==> config.mk <==
export PLATFORM = sky130hd
export DESIGN_NAME = interrupt_priority_fields
export DESIGN_NICKNAME = d
export VERILOG_FILES = /design/src/verilog/irq_prio_pkg.sv /design/src/verilog/interrupt_priority_fields.sv
export SDC_FILE = /design/constraint.sdc
export NUM_CORES = 1
export LEC_CHECK = 0
export ABC_AREA = 1
export BUFFER_PORTS_ARGS = -buffer_cell sky130_fd_sc_hd__buf_2
export CORE_ASPECT_RATIO = 1.25
export CORE_MARGIN = 2
export CORE_UTILIZATION = 35
export CTS_CLUSTER_DIAMETER = 120
export DETAILED_ROUTE_END_ITERATION = 12
export PLACE_DENSITY = 0.64
export SETUP_SLACK_MARGIN = 0.15
export SKIP_CTS_REPAIR_TIMING = 1
export SLEW_MARGIN = 40
export SYNTH_ARGS = -nofsm -noshare
export SYNTH_HDL_FRONTEND = slang
export SYNTH_SLANG_ARGS = --single-unit
==> constraint.sdc <==
create_clock -name core_clk_i -period 8.3 [get_ports core_clk_i]
set_input_delay 1.66 -clock core_clk_i [delete_from_list [all_inputs] [get_ports core_clk_i]]
set_output_delay 1.66 -clock core_clk_i [all_outputs]
set_load 0.05 [all_outputs]
==> src/verilog/irq_prio_pkg.sv <==
// shared constants and types for the interrupt priority fields block
package irq_prio_pkg;

  // ----------------------------------------------------------------
  // register map (word indices on the plain register port)
  // ----------------------------------------------------------------
  localparam logic [3:0] EXT_IRQ_PRIORITY_OFS        = 4'h0;
  localparam logic [3:0] PWM_GEN_2_TO_4_PRIORITY_OFS = 4'h1;
  localparam logic [3:0] CHANGE_NOTIFY_PRIORITY_OFS  = 4'h2;

  // ----------------------------------------------------------------
  // field positions (low bit of each 3-bit field)
  // ----------------------------------------------------------------
  localparam int EXT_IRQ1_PRIO_POS      = 0;
  localparam int EXT_IRQ2_PRIO_POS      = 4;
  localparam int PULSE_GEN2_PRIO_POS    = 0;
  localparam int PULSE_GEN3_PRIO_POS    = 4;
  localparam int PULSE_GEN4_PRIO_POS    = 8;
  localparam int CHANGE_NOTIFY_PRIO_POS = 12;

  // ----------------------------------------------------------------
  // levels and reset values
  // ----------------------------------------------------------------
  localparam logic [2:0]  PRIO_RESET    = 3'h4;
  localparam logic [2:0]  PRIO_DISABLED = 3'h0;
  localparam logic [15:0] RDATA_RESET   = 16'h0000;

  // ----------------------------------------------------------------
  // source numbering
  // ----------------------------------------------------------------
  localparam int          NUM_SRC       = 6;
  localparam logic [2:0]  SRC_EXT_IRQ1  = 3'h0;
  localparam logic [2:0]  SRC_EXT_IRQ2  = 3'h1;
  localparam logic [2:0]  SRC_PULSE_G2  = 3'h2;
  localparam logic [2:0]  SRC_PULSE_G3  = 3'h3;
  localparam logic [2:0]  SRC_PULSE_G4  = 3'h4;
  localparam logic [2:0]  SRC_CHG_NTFY  = 3'h5;

  // ----------------------------------------------------------------
  // carriers
  // ----------------------------------------------------------------
  typedef struct packed {
    logic [3:0]  addr;
    logic [15:0] wdata;
    logic        wr;
    logic        rd;
  } reg_req_t;

  typedef struct packed {
    logic       valid;
    logic [2:0] id;
    logic [2:0] level;
  } irq_sel_t;

  typedef struct packed {
    logic [2:0]  ext_irq1_prio;
    logic [2:0]  ext_irq2_prio;
    logic [2:0]  pulse_gen2_prio;
    logic [2:0]  pulse_gen3_prio;
    logic [2:0]  pulse_gen4_prio;
    logic [2:0]  change_notify_prio;
    logic [15:0] rdata;
    irq_sel_t    sel;
  } prio_state_t;

endpackage : irq_prio_pkg

==> src/verilog/interrupt_priority_fields.sv <==
// priority fields for six interrupt sources, with a highest-level selector
//
// Notes on behaviour
// field value is the priority level directly
// all-zero field disables the source
// unimplemented bits ignore writes, read zero
// pwm reg bits 15-11 unused, 10-8 gen4
// pwm reg bit 7 unused, 6-4 gen3
// pwm reg bits 2-0 gen2, bit 3 unused
// every field resets to level 4
// ext reg: irq2 bits 6-4, irq1 2-0
// change-notify reg: only bits 14-12 implemented
// highest enabled pending level is presented
//
// Local design decisions: the address-and-strobe port and the register addresses.
`timescale 1ns/1ps

module interrupt_priority_fields
  import irq_prio_pkg::*;
(
  // clock, reset, enable
  input  wire logic                 core_clk_i,
  input  wire logic                 rst_n_i,
  input  wire logic                 ce_i,
  // register port
  input  reg_req_t                  bus_req_i,
  output logic [15:0]               rdata_o,
  // interrupt sources, same clock domain
  input  wire logic [NUM_SRC-1:0]   pending_i,
  // selected source
  output irq_sel_t                  irq_sel_o
);

  // ----------------------------------------------------------------
  // helpers
  // ----------------------------------------------------------------
  // place a 3-bit field at its position in a 16-bit word
  function automatic logic [15:0] put_field(input logic [2:0] f,
                                            input int         pos);
    logic [15:0] w;
    w = 16'h0000;
    w[pos +: 3] = f;
    return w;
  endfunction : put_field

  // ----------------------------------------------------------------
  // state
  // ----------------------------------------------------------------
  prio_state_t st;
  prio_state_t next_st;

  logic [2:0] lvl [NUM_SRC];

  always_comb begin
    lvl[SRC_EXT_IRQ1] = st.ext_irq1_prio;
    lvl[SRC_EXT_IRQ2] = st.ext_irq2_prio;
    lvl[SRC_PULSE_G2] = st.pulse_gen2_prio;
    lvl[SRC_PULSE_G3] = st.pulse_gen3_prio;
    lvl[SRC_PULSE_G4] = st.pulse_gen4_prio;
    lvl[SRC_CHG_NTFY] = st.change_notify_prio;
  end

  // ----------------------------------------------------------------
  // next state
  // ----------------------------------------------------------------
  always_comb begin
    irq_sel_t best;
    best    = '0;
    next_st = st;

    // writes: only field bits are stored, the rest is dropped    // R3
    if (bus_req_i.wr) begin
      unique case (bus_req_i.addr)
        EXT_IRQ_PRIORITY_OFS: begin
          next_st.ext_irq2_prio =
            bus_req_i.wdata[EXT_IRQ2_PRIO_POS +: 3];
          next_st.ext_irq1_prio =
            bus_req_i.wdata[EXT_IRQ1_PRIO_POS +: 3];
        end
        PWM_GEN_2_TO_4_PRIORITY_OFS: begin
          next_st.pulse_gen4_prio =
            bus_req_i.wdata[PULSE_GEN4_PRIO_POS +: 3];
          next_st.pulse_gen3_prio =
            bus_req_i.wdata[PULSE_GEN3_PRIO_POS +: 3];
          next_st.pulse_gen2_prio =
            bus_req_i.wdata[PULSE_GEN2_PRIO_POS +: 3];
        end
        CHANGE_NOTIFY_PRIORITY_OFS: begin
          next_st.change_notify_prio =
            bus_req_i.wdata[CHANGE_NOTIFY_PRIO_POS +: 3];
        end
        default: begin
          // unmapped write is ignored
        end
      endcase
    end

    // reads: data valid only in the cycle after the strobe
    next_st.rdata = RDATA_RESET;
    if (bus_req_i.rd) begin
      unique case (bus_req_i.addr)
        EXT_IRQ_PRIORITY_OFS:
          next_st.rdata = put_field(st.ext_irq2_prio, EXT_IRQ2_PRIO_POS)
                        | put_field(st.ext_irq1_prio,
                                    EXT_IRQ1_PRIO_POS);
        PWM_GEN_2_TO_4_PRIORITY_OFS:
          next_st.rdata =
              put_field(st.pulse_gen4_prio, PULSE_GEN4_PRIO_POS)
            | put_field(st.pulse_gen3_prio, PULSE_GEN3_PRIO_POS)
            | put_field(st.pulse_gen2_prio, PULSE_GEN2_PRIO_POS);
        CHANGE_NOTIFY_PRIORITY_OFS:
          next_st.rdata = put_field(st.change_notify_prio,
                                    CHANGE_NOTIFY_PRIO_POS);
        default:
          next_st.rdata = RDATA_RESET;
      endcase
    end

    // selector: strict compare keeps the lowest source number on a tie,
    // so ties resolve the same way every cycle
    for (int i = 0; i < NUM_SRC; i++) begin
      if (pending_i[i] && lvl[i] != PRIO_DISABLED
          && lvl[i] > best.level) begin
        best.valid = 1'b1;
        best.id    = 3'(i);
        best.level = lvl[i];
      end
    end
    next_st.sel = best;
  end

  // ----------------------------------------------------------------
  // registers
  // ----------------------------------------------------------------
  always_ff @(posedge core_clk_i or negedge rst_n_i) begin
    if (!rst_n_i) begin
      st                    <= '0;
      st.ext_irq1_prio      <= PRIO_RESET;
      st.ext_irq2_prio      <= PRIO_RESET;
      st.pulse_gen2_prio    <= PRIO_RESET;
      st.pulse_gen3_prio    <= PRIO_RESET;
      st.pulse_gen4_prio    <= PRIO_RESET;
      st.change_notify_prio <= PRIO_RESET;
    end else if (ce_i) begin
      st <= next_st;
    end
  end

  assign rdata_o   = st.rdata;
  assign irq_sel_o = st.sel;

endmodule : interrupt_priority_fields

==> impl_metrics.csv, run 1 <==
group,metric,value,unit
pwr,pwr-share-comb,0.443,
pwr,p_total,707,µW
synth,syn_area_per_cell,8.65,µm²
route,vias,1928,
place,portBuffers,45,
pwr,p_sw_frac,0.421,
worst_setup_path,r2r_cells,43,
die,io_pins,54,
sta,hold_violations,0,
sta,drv_slew,0,
sta,worst_slew_pin_slew,0.560,ns
clock_tree,clk_path_buf_depth,2,
route,drc,0,
synth,syn_inst,262,
route,ant_nets,0,
sta,setup_tns,0,ns
final_layout,drive_gt1_frac,0.294,
global_route,grt_max_degree,38,
min_path,min_path_type,"flop to flop",
final_layout,diodes,0,
pwr,power_frac_seq,0.345,
sta,rsz0062_at_grt,"false",
route,drt-pass1-iter-count,4,
sta,whs,0.478,ns
synth,ys_ff_latch,37,
clock_tree,clkTransAtPathRegs,0.07,ns
global_route,track_usage,0.149,
place,placed_cell_area,2570,µm²
synth,synth_edf_count,0,
global_route,grt_pass1_wl,8660,µm
synth,synth-main-ff-cell,"dfrtp_1",
global_route,grt_antenna_before_repair,0,
final_layout,final_core_util,0.431,
pwr,p_leak,1.40,nW
die,dieArea,7140,µm²
route,wl_per_cell,13.0,µm
worst_setup_path,path_max_fanout,6,
global_route,grt_pass1_vias,1911,
pwr,p_switching,298,µW
sta,period_share,0.866,
flow_run,drv_cap,0,
worst_setup_path,critPathMaxStageDelay,0.30,ns
clock_tree,clk_latency,0.29,ns
min_path,hold_start,"irq_sel_o[0]",
pwr,p_per_area,264,nW/µm²
worst_setup_path,end_kind,"flop",
die,core,6210,µm²
min_path,min_path_cells,2,
final_layout,area_growth,18.0,%
worst_setup_path,path_class,"input pin to flop",
route,drtIter0Drc,102,
place,dp_hpwl,4030,µm
worst_setup_path,reg2reg_to,"irq_sel_o[1]",
die,die-height,94.0,µm
die,rows,32,
synth,ys_warn_count,0,
global_route,grt_overflow_total,0,
worst_setup_path,reg2reg_from,"lvl[17]",
clock_tree,htree_levels,2,
die,start_util,0.365,
min_path,min_to,"irq_sel_o[0]",
sta,setup_viol,0,
sta,fin_skew,0.00857,ns
worst_setup_path,slowest_stage,"ha_1",
final_layout,stdcell_area,2670,µm²
synth,yosysSeqAreaShare,0.412,
pwr,ir_drop,0.000191,V
route,via_per_inst,4.89,
clock_tree,clock-sinks,37,
pwr,clkPwrFrac,0.212,
status,outcome,"complete, no violations",
worst_setup_path,rrSetupSlack,1.94,ns
final_layout,final_nets,351,
clock_tree,tritoncts,"built",
clock_tree,cts-root-buf,"clkbuf_8",
worst_setup_path,path_common_cell,"nand2_1",
sta,relSlewSlack,0.625,
synth,netlist_area,2270,µm²
sta,timing.fmax,139,MHz
worst_setup_path,cp.required,8.48,ns
worst_setup_path,startpoint_type,"input pin",
sta,layout_min_cycle_time,7.19,ns
synth,synth.distinct_cells,36,
clock_tree,cts-buffers-inserted,5,
route,wirelength,5110,µm
synth,synthArstFlopShare,1.00,
place,gp_congestion,0.832,
pwr,p_int,409,µW
die,die_w,76.0,µm
worst_setup_path,cp.arrival,7.37,ns
through the flow:
step	setup slack, ns	std cells
floorplan	1.26	265
global placement	0.861	387
detailed placement	0.734	387
CTS	1.04	394
global route	0.544	394
finish	1.11	394
worst max-delay path by stage:
stage / slack, ns / end / cells after the start / startpoint
after floorplan: 1.26 / irq_sel_o[0] / 38 / pending_i[0]
after global placement: 0.86 / irq_sel_o[6] / 41 / pending_i[0]
after detailed placement: 0.73 / irq_sel_o[1] / 40 / pending_i[0]
after CTS: 1.04 / irq_sel_o[1] / 40 / pending_i[0]
after global routing: 0.54 / irq_sel_o[6] / 43 / pending_i[0]
final: 1.11 / irq_sel_o[1] / 42 / pending_i[0]
cell usage after synthesis (6+ instances only):
master   number  area share
nand2_1      53       0.088
inv_1        37       0.061
o21ai_0      16       0.035
nand3_2       8       0.035
dfrtp_1      31        0.34
a21oi_1       9       0.020
nor2_1       14       0.023
ha_1         11       0.061
dfstp_2       6       0.070
a32o_1       12       0.053
nand3_1       6       0.013
o21ai_1       9       0.020
metal layers:
| layer | wire length (µm) | track usage | part of all wire | up-vias |
|---|---|---|---|---|
| met1 | 2120 | 0.176 | 0.42 | 926 |
| met4 | 34 | 0.0379 | 0.0067 | 0 |
| met2 | 2790 | 0.278 | 0.55 | 33 |
| met3 | 169 | 0.0260 | 0.033 | 6 |
| met5 | 0 | 0 | 0 | - |
| li1 | - | - | - | 963 |
sequential cells by signal, indices dropped and copies added (netlist names):
signal	cells
lvl	18
rdata_o	12
irq_sel_o	7
cell usage in the layout, fill, tap and decap left out, drive strengths merged:
cell	instances
a21oi	9
a31oi	1
a32o	12
and2	2
buf	46
bufinv	1
clkbuf	5
clkinv	2
conb	4
dfrtp	31
dfstp	6
ha	11
inv	39
mux2	4
nand2	62
nand3	17
nand3b	1
nand4	2
nor2	15
nor3	2
nor4	1
o211ai	1
o21ai	27
o21bai	1
o22ai	5
o31ai	1
or2	1
worst max-delay path: cells and delay by family:
kind | cells | cell delay, ns
AND/OR/NAND/NOR | 21 | 2.22
adder cells (fa/ha/maj) | 5 | 1.41
AO/OA/AOI/OAI | 8 | 1.36
buffers and inverters | 8 | 0.70
logic make-up after synthesis:
group,Yosys count,synth area share
mux,4,0.0199
compound gates,57,0.168
buf+inv,49,0.0878
fa+ha+maj,11,0.0607
simple gates,103,0.250
other cells,1,0.00165
flops,37,0.412
layout make-up:
| cell class | count | area, µm² |
|---|---|---|
| repair buffers | 46 | 235 |
| fillers | 643 | 3530 |
| multi-input cells | 179 | 1140 |
| clock buffers | 5 | 68.8 |
| well taps | 85 | 106 |
| flip-flops and latches | 37 | 933 |
| inverters | 40 | 150 |
| clock inverters | 2 | 35.0 |
power by group through the flow:
stage / logic (mW) / clock network (mW) / registers, mW
after floorplan: 0.196 / 0 / 0.293
after global placement: 0.307 / 0 / 0.247
after detailed placement: 0.316 / 0 / 0.247
after CTS: 0.317 / 0.154 / 0.244
after global routing: 0.350 / 0.160 / 0.249
final: 0.313 / 0.150 / 0.244
(Power assumes the default switching activity.)
==> run 2: changes to the inputs <==
==> constraint.sdc (replaced) <==
create_clock -name core_clk_i -period 7.8 [get_ports core_clk_i]
set_input_delay 0.78 -clock core_clk_i [delete_from_list [all_inputs] [get_ports core_clk_i]]
set_output_delay 0.78 -clock core_clk_i [all_outputs]
set_load 0.05 [all_outputs]
==> run 2 against run 1 <==
Combinational power grew 4%. First-iteration DRC count shrank 11%. Highest routed layer unchanged. Clock skew shrank 0.0022 ns. Critical path depth shrank 2. Register-to-register slack lost 0.93 ns. Global-route usage grew 0.077 points. Final area shrank 0.28%. Cell count shrank 0.25%. Largest power group unchanged.
==> impl_metrics.csv, run 2 (same netlist as run 1, synthesis figures left out) <==
group,metric,value,unit
sta,relSlewSlack,0.519,
worst_setup_path,path_max_fanout,6,
sta,setup_tns,0,ns
die,core,6210,µm²
clock_tree,clk_latency,0.29,ns
global_route,grt_overflow_total,0,
pwr,pwr-share-comb,0.439,
sta,period_share,0.870,
global_route,grt.busiest_layer,"met2",
final_layout,finalNonFillerCells,393,
worst_setup_path,critPathMaxStageDelay,0.56,ns
global_route,track_usage,0.149,
worst_setup_path,reg2reg_from,"lvl[17]",
die,start_util,0.365,
flow_run,drv_cap,0,
die,die-height,94.0,µm
pwr,p_leak,1.40,nW
sta,hold_violations,0,
route,wl_per_cell,12.7,µm
clock_tree,htree_levels,2,
route,drc,0,
place,dp_hpwl,4030,µm
global_route,met1_usage,0.175,
route,vias,1883,
sta,setup_viol,0,
route,ant_nets,0,
die,die_w,76.0,µm
sta,layout_min_cycle_time,6.79,ns
global_route,met3_usage,0.0298,
clock_tree,tritoncts,"built",
worst_setup_path,cp.required,7.97,ns
status,outcome,"complete, no violations",
sta,rsz0062_at_grt,"false",
final_layout,final_cell_mix,"nand2_1 (53), buf_2 (44), inv_1 (37), dfrtp_1 (31), o21ai_0 (16)",
route,wirelength,5000,µm
clock_tree,clk_path_buf_depth,2,
pwr,p_per_area,279,nW/µm²
pwr,ir_drop,0.000145,V
final_layout,final_nets,350,
final_layout,diodes,0,
worst_setup_path,path_common_cell,"nand2_1",
worst_setup_path,cp.arrival,6.96,ns
worst_setup_path,slowest_stage,"dfstp_2",
route,drt-pass1-iter-count,4,
sta,worst_slew_pin_slew,0.714,ns
min_path,min_path_type,"input pin to asynchronous set/reset pin",
global_route,grt_max_degree,38,
sta,fin_skew,0.00632,ns
clock_tree,cts-buffers-inserted,5,
route,via_per_inst,4.79,
worst_setup_path,path_class,"flop to flop",
sta,drv_slew,0,
global_route,grt_pass1_vias,1934,
place,gp_congestion,0.834,
clock_tree,cts-root-buf,"clkbuf_8",
place,place_inst,386,
global_route,grt_pass1_wl,8630,µm
global_route,grt_antenna_before_repair,0,
pwr,p_sw_frac,0.420,
worst_setup_path,rrSetupSlack,1.01,ns
final_layout,drive_gt1_frac,0.292,
die,dieArea,7140,µm²
worst_setup_path,reg2reg_to,"irq_sel_o[1]",
pwr,p_int,432,µW
global_route,grt_use_met2,0.272,
worst_setup_path,end_kind,"flop",
clock_tree,clkTransAtPathRegs,0.07,ns
route,drtIter0Drc,91,
final_layout,layout_commonest_cell,"nand2_1",
place,portBuffers,45,
pwr,power_frac_seq,0.349,
final_layout,area_growth,17.7,%
sta,timing.fmax,147,MHz
die,rows,32,
pwr,p_switching,313,µW
clock_tree,clock-sinks,37,
pwr,clkPwrFrac,0.212,
worst_setup_path,r2r_cells,40,
final_layout,largest_reg_flops,18,
die,io_pins,54,
worst_setup_path,startpoint_type,"flop",
-- run 2: area by class of cell --
| class | instances | area, µm² |
|---|---|---|
| fillers | 656 | 3540 |
| multi-input cells | 179 | 1140 |
| clock inverters | 2 | 35.0 |
| inverters | 40 | 150 |
| well taps | 85 | 106 |
| flip-flops and latches | 37 | 933 |
| repair buffers | 45 | 228 |
| clock buffers | 5 | 68.8 |
-- run 2: power groups by stage --
stage | registers (mW) | clock network [mW] | logic [mW]
6_report | 0.260 | 0.158 | 0.327
3_5_place_dp | 0.263 | 0 | 0.330
5_1_grt | 0.265 | 0.171 | 0.365
2_1_floorplan | 0.312 | 0 | 0.209
3_3_place_gp | 0.263 | 0 | 0.323
4_1_cts | 0.260 | 0.162 | 0.332
-- run 2: layer usage --
layer / up-vias / share of wire
met1: 872 / 0.42
met5: - / 0
li1: 963 / -
met4: 0 / 0.020
met3: 10 / 0.035
met2: 38 / 0.52
-- run 2: worst max-delay path by stage --
stage / startpoint / to / depth (start not counted)
2_1_floorplan: pending_i[0] / irq_sel_o[0] / 38
3_3_place_gp: pending_i[0] / irq_sel_o[0] / 39
3_5_place_dp: pending_i[0] / irq_sel_o[1] / 39
4_1_cts: lvl[17] / irq_sel_o[1] / 40
5_1_grt: lvl[17] / irq_sel_o[1] / 42
6_report: lvl[17] / irq_sel_o[1] / 40
-- run 2: critical path: cells and delay by family (launching register included) --
family	cells	cell delay, ns
adders and majority gates	5	1.40
AOI/OAI and AO/OA	8	1.45
buffers and inverters	6	0.54
DFF	1	0.56
and+or+nand+nor	21	2.71
-- run 2: metrics by stage --
stage / worst slack, ns / total power, mW / hold slack [ns] / area, µm² / utilization
3_5_place_dp: 0.774 / 0.594 / 0.464 / 2560 / 0.413
3_3_place_gp: 0.873 / 0.586 / 0.470 / 2560 / 0.413
4_1_cts: 0.996 / 0.753 / 0.484 / 2660 / 0.429
6_report: 1.01 / 0.745 / 0.447 / 2670 / 0.430
2_1_floorplan: 1.64 / 0.521 / 0.459 / 2280 / -
5_1_grt: 0.470 / 0.801 / 0.480 / 2670 / 0.430
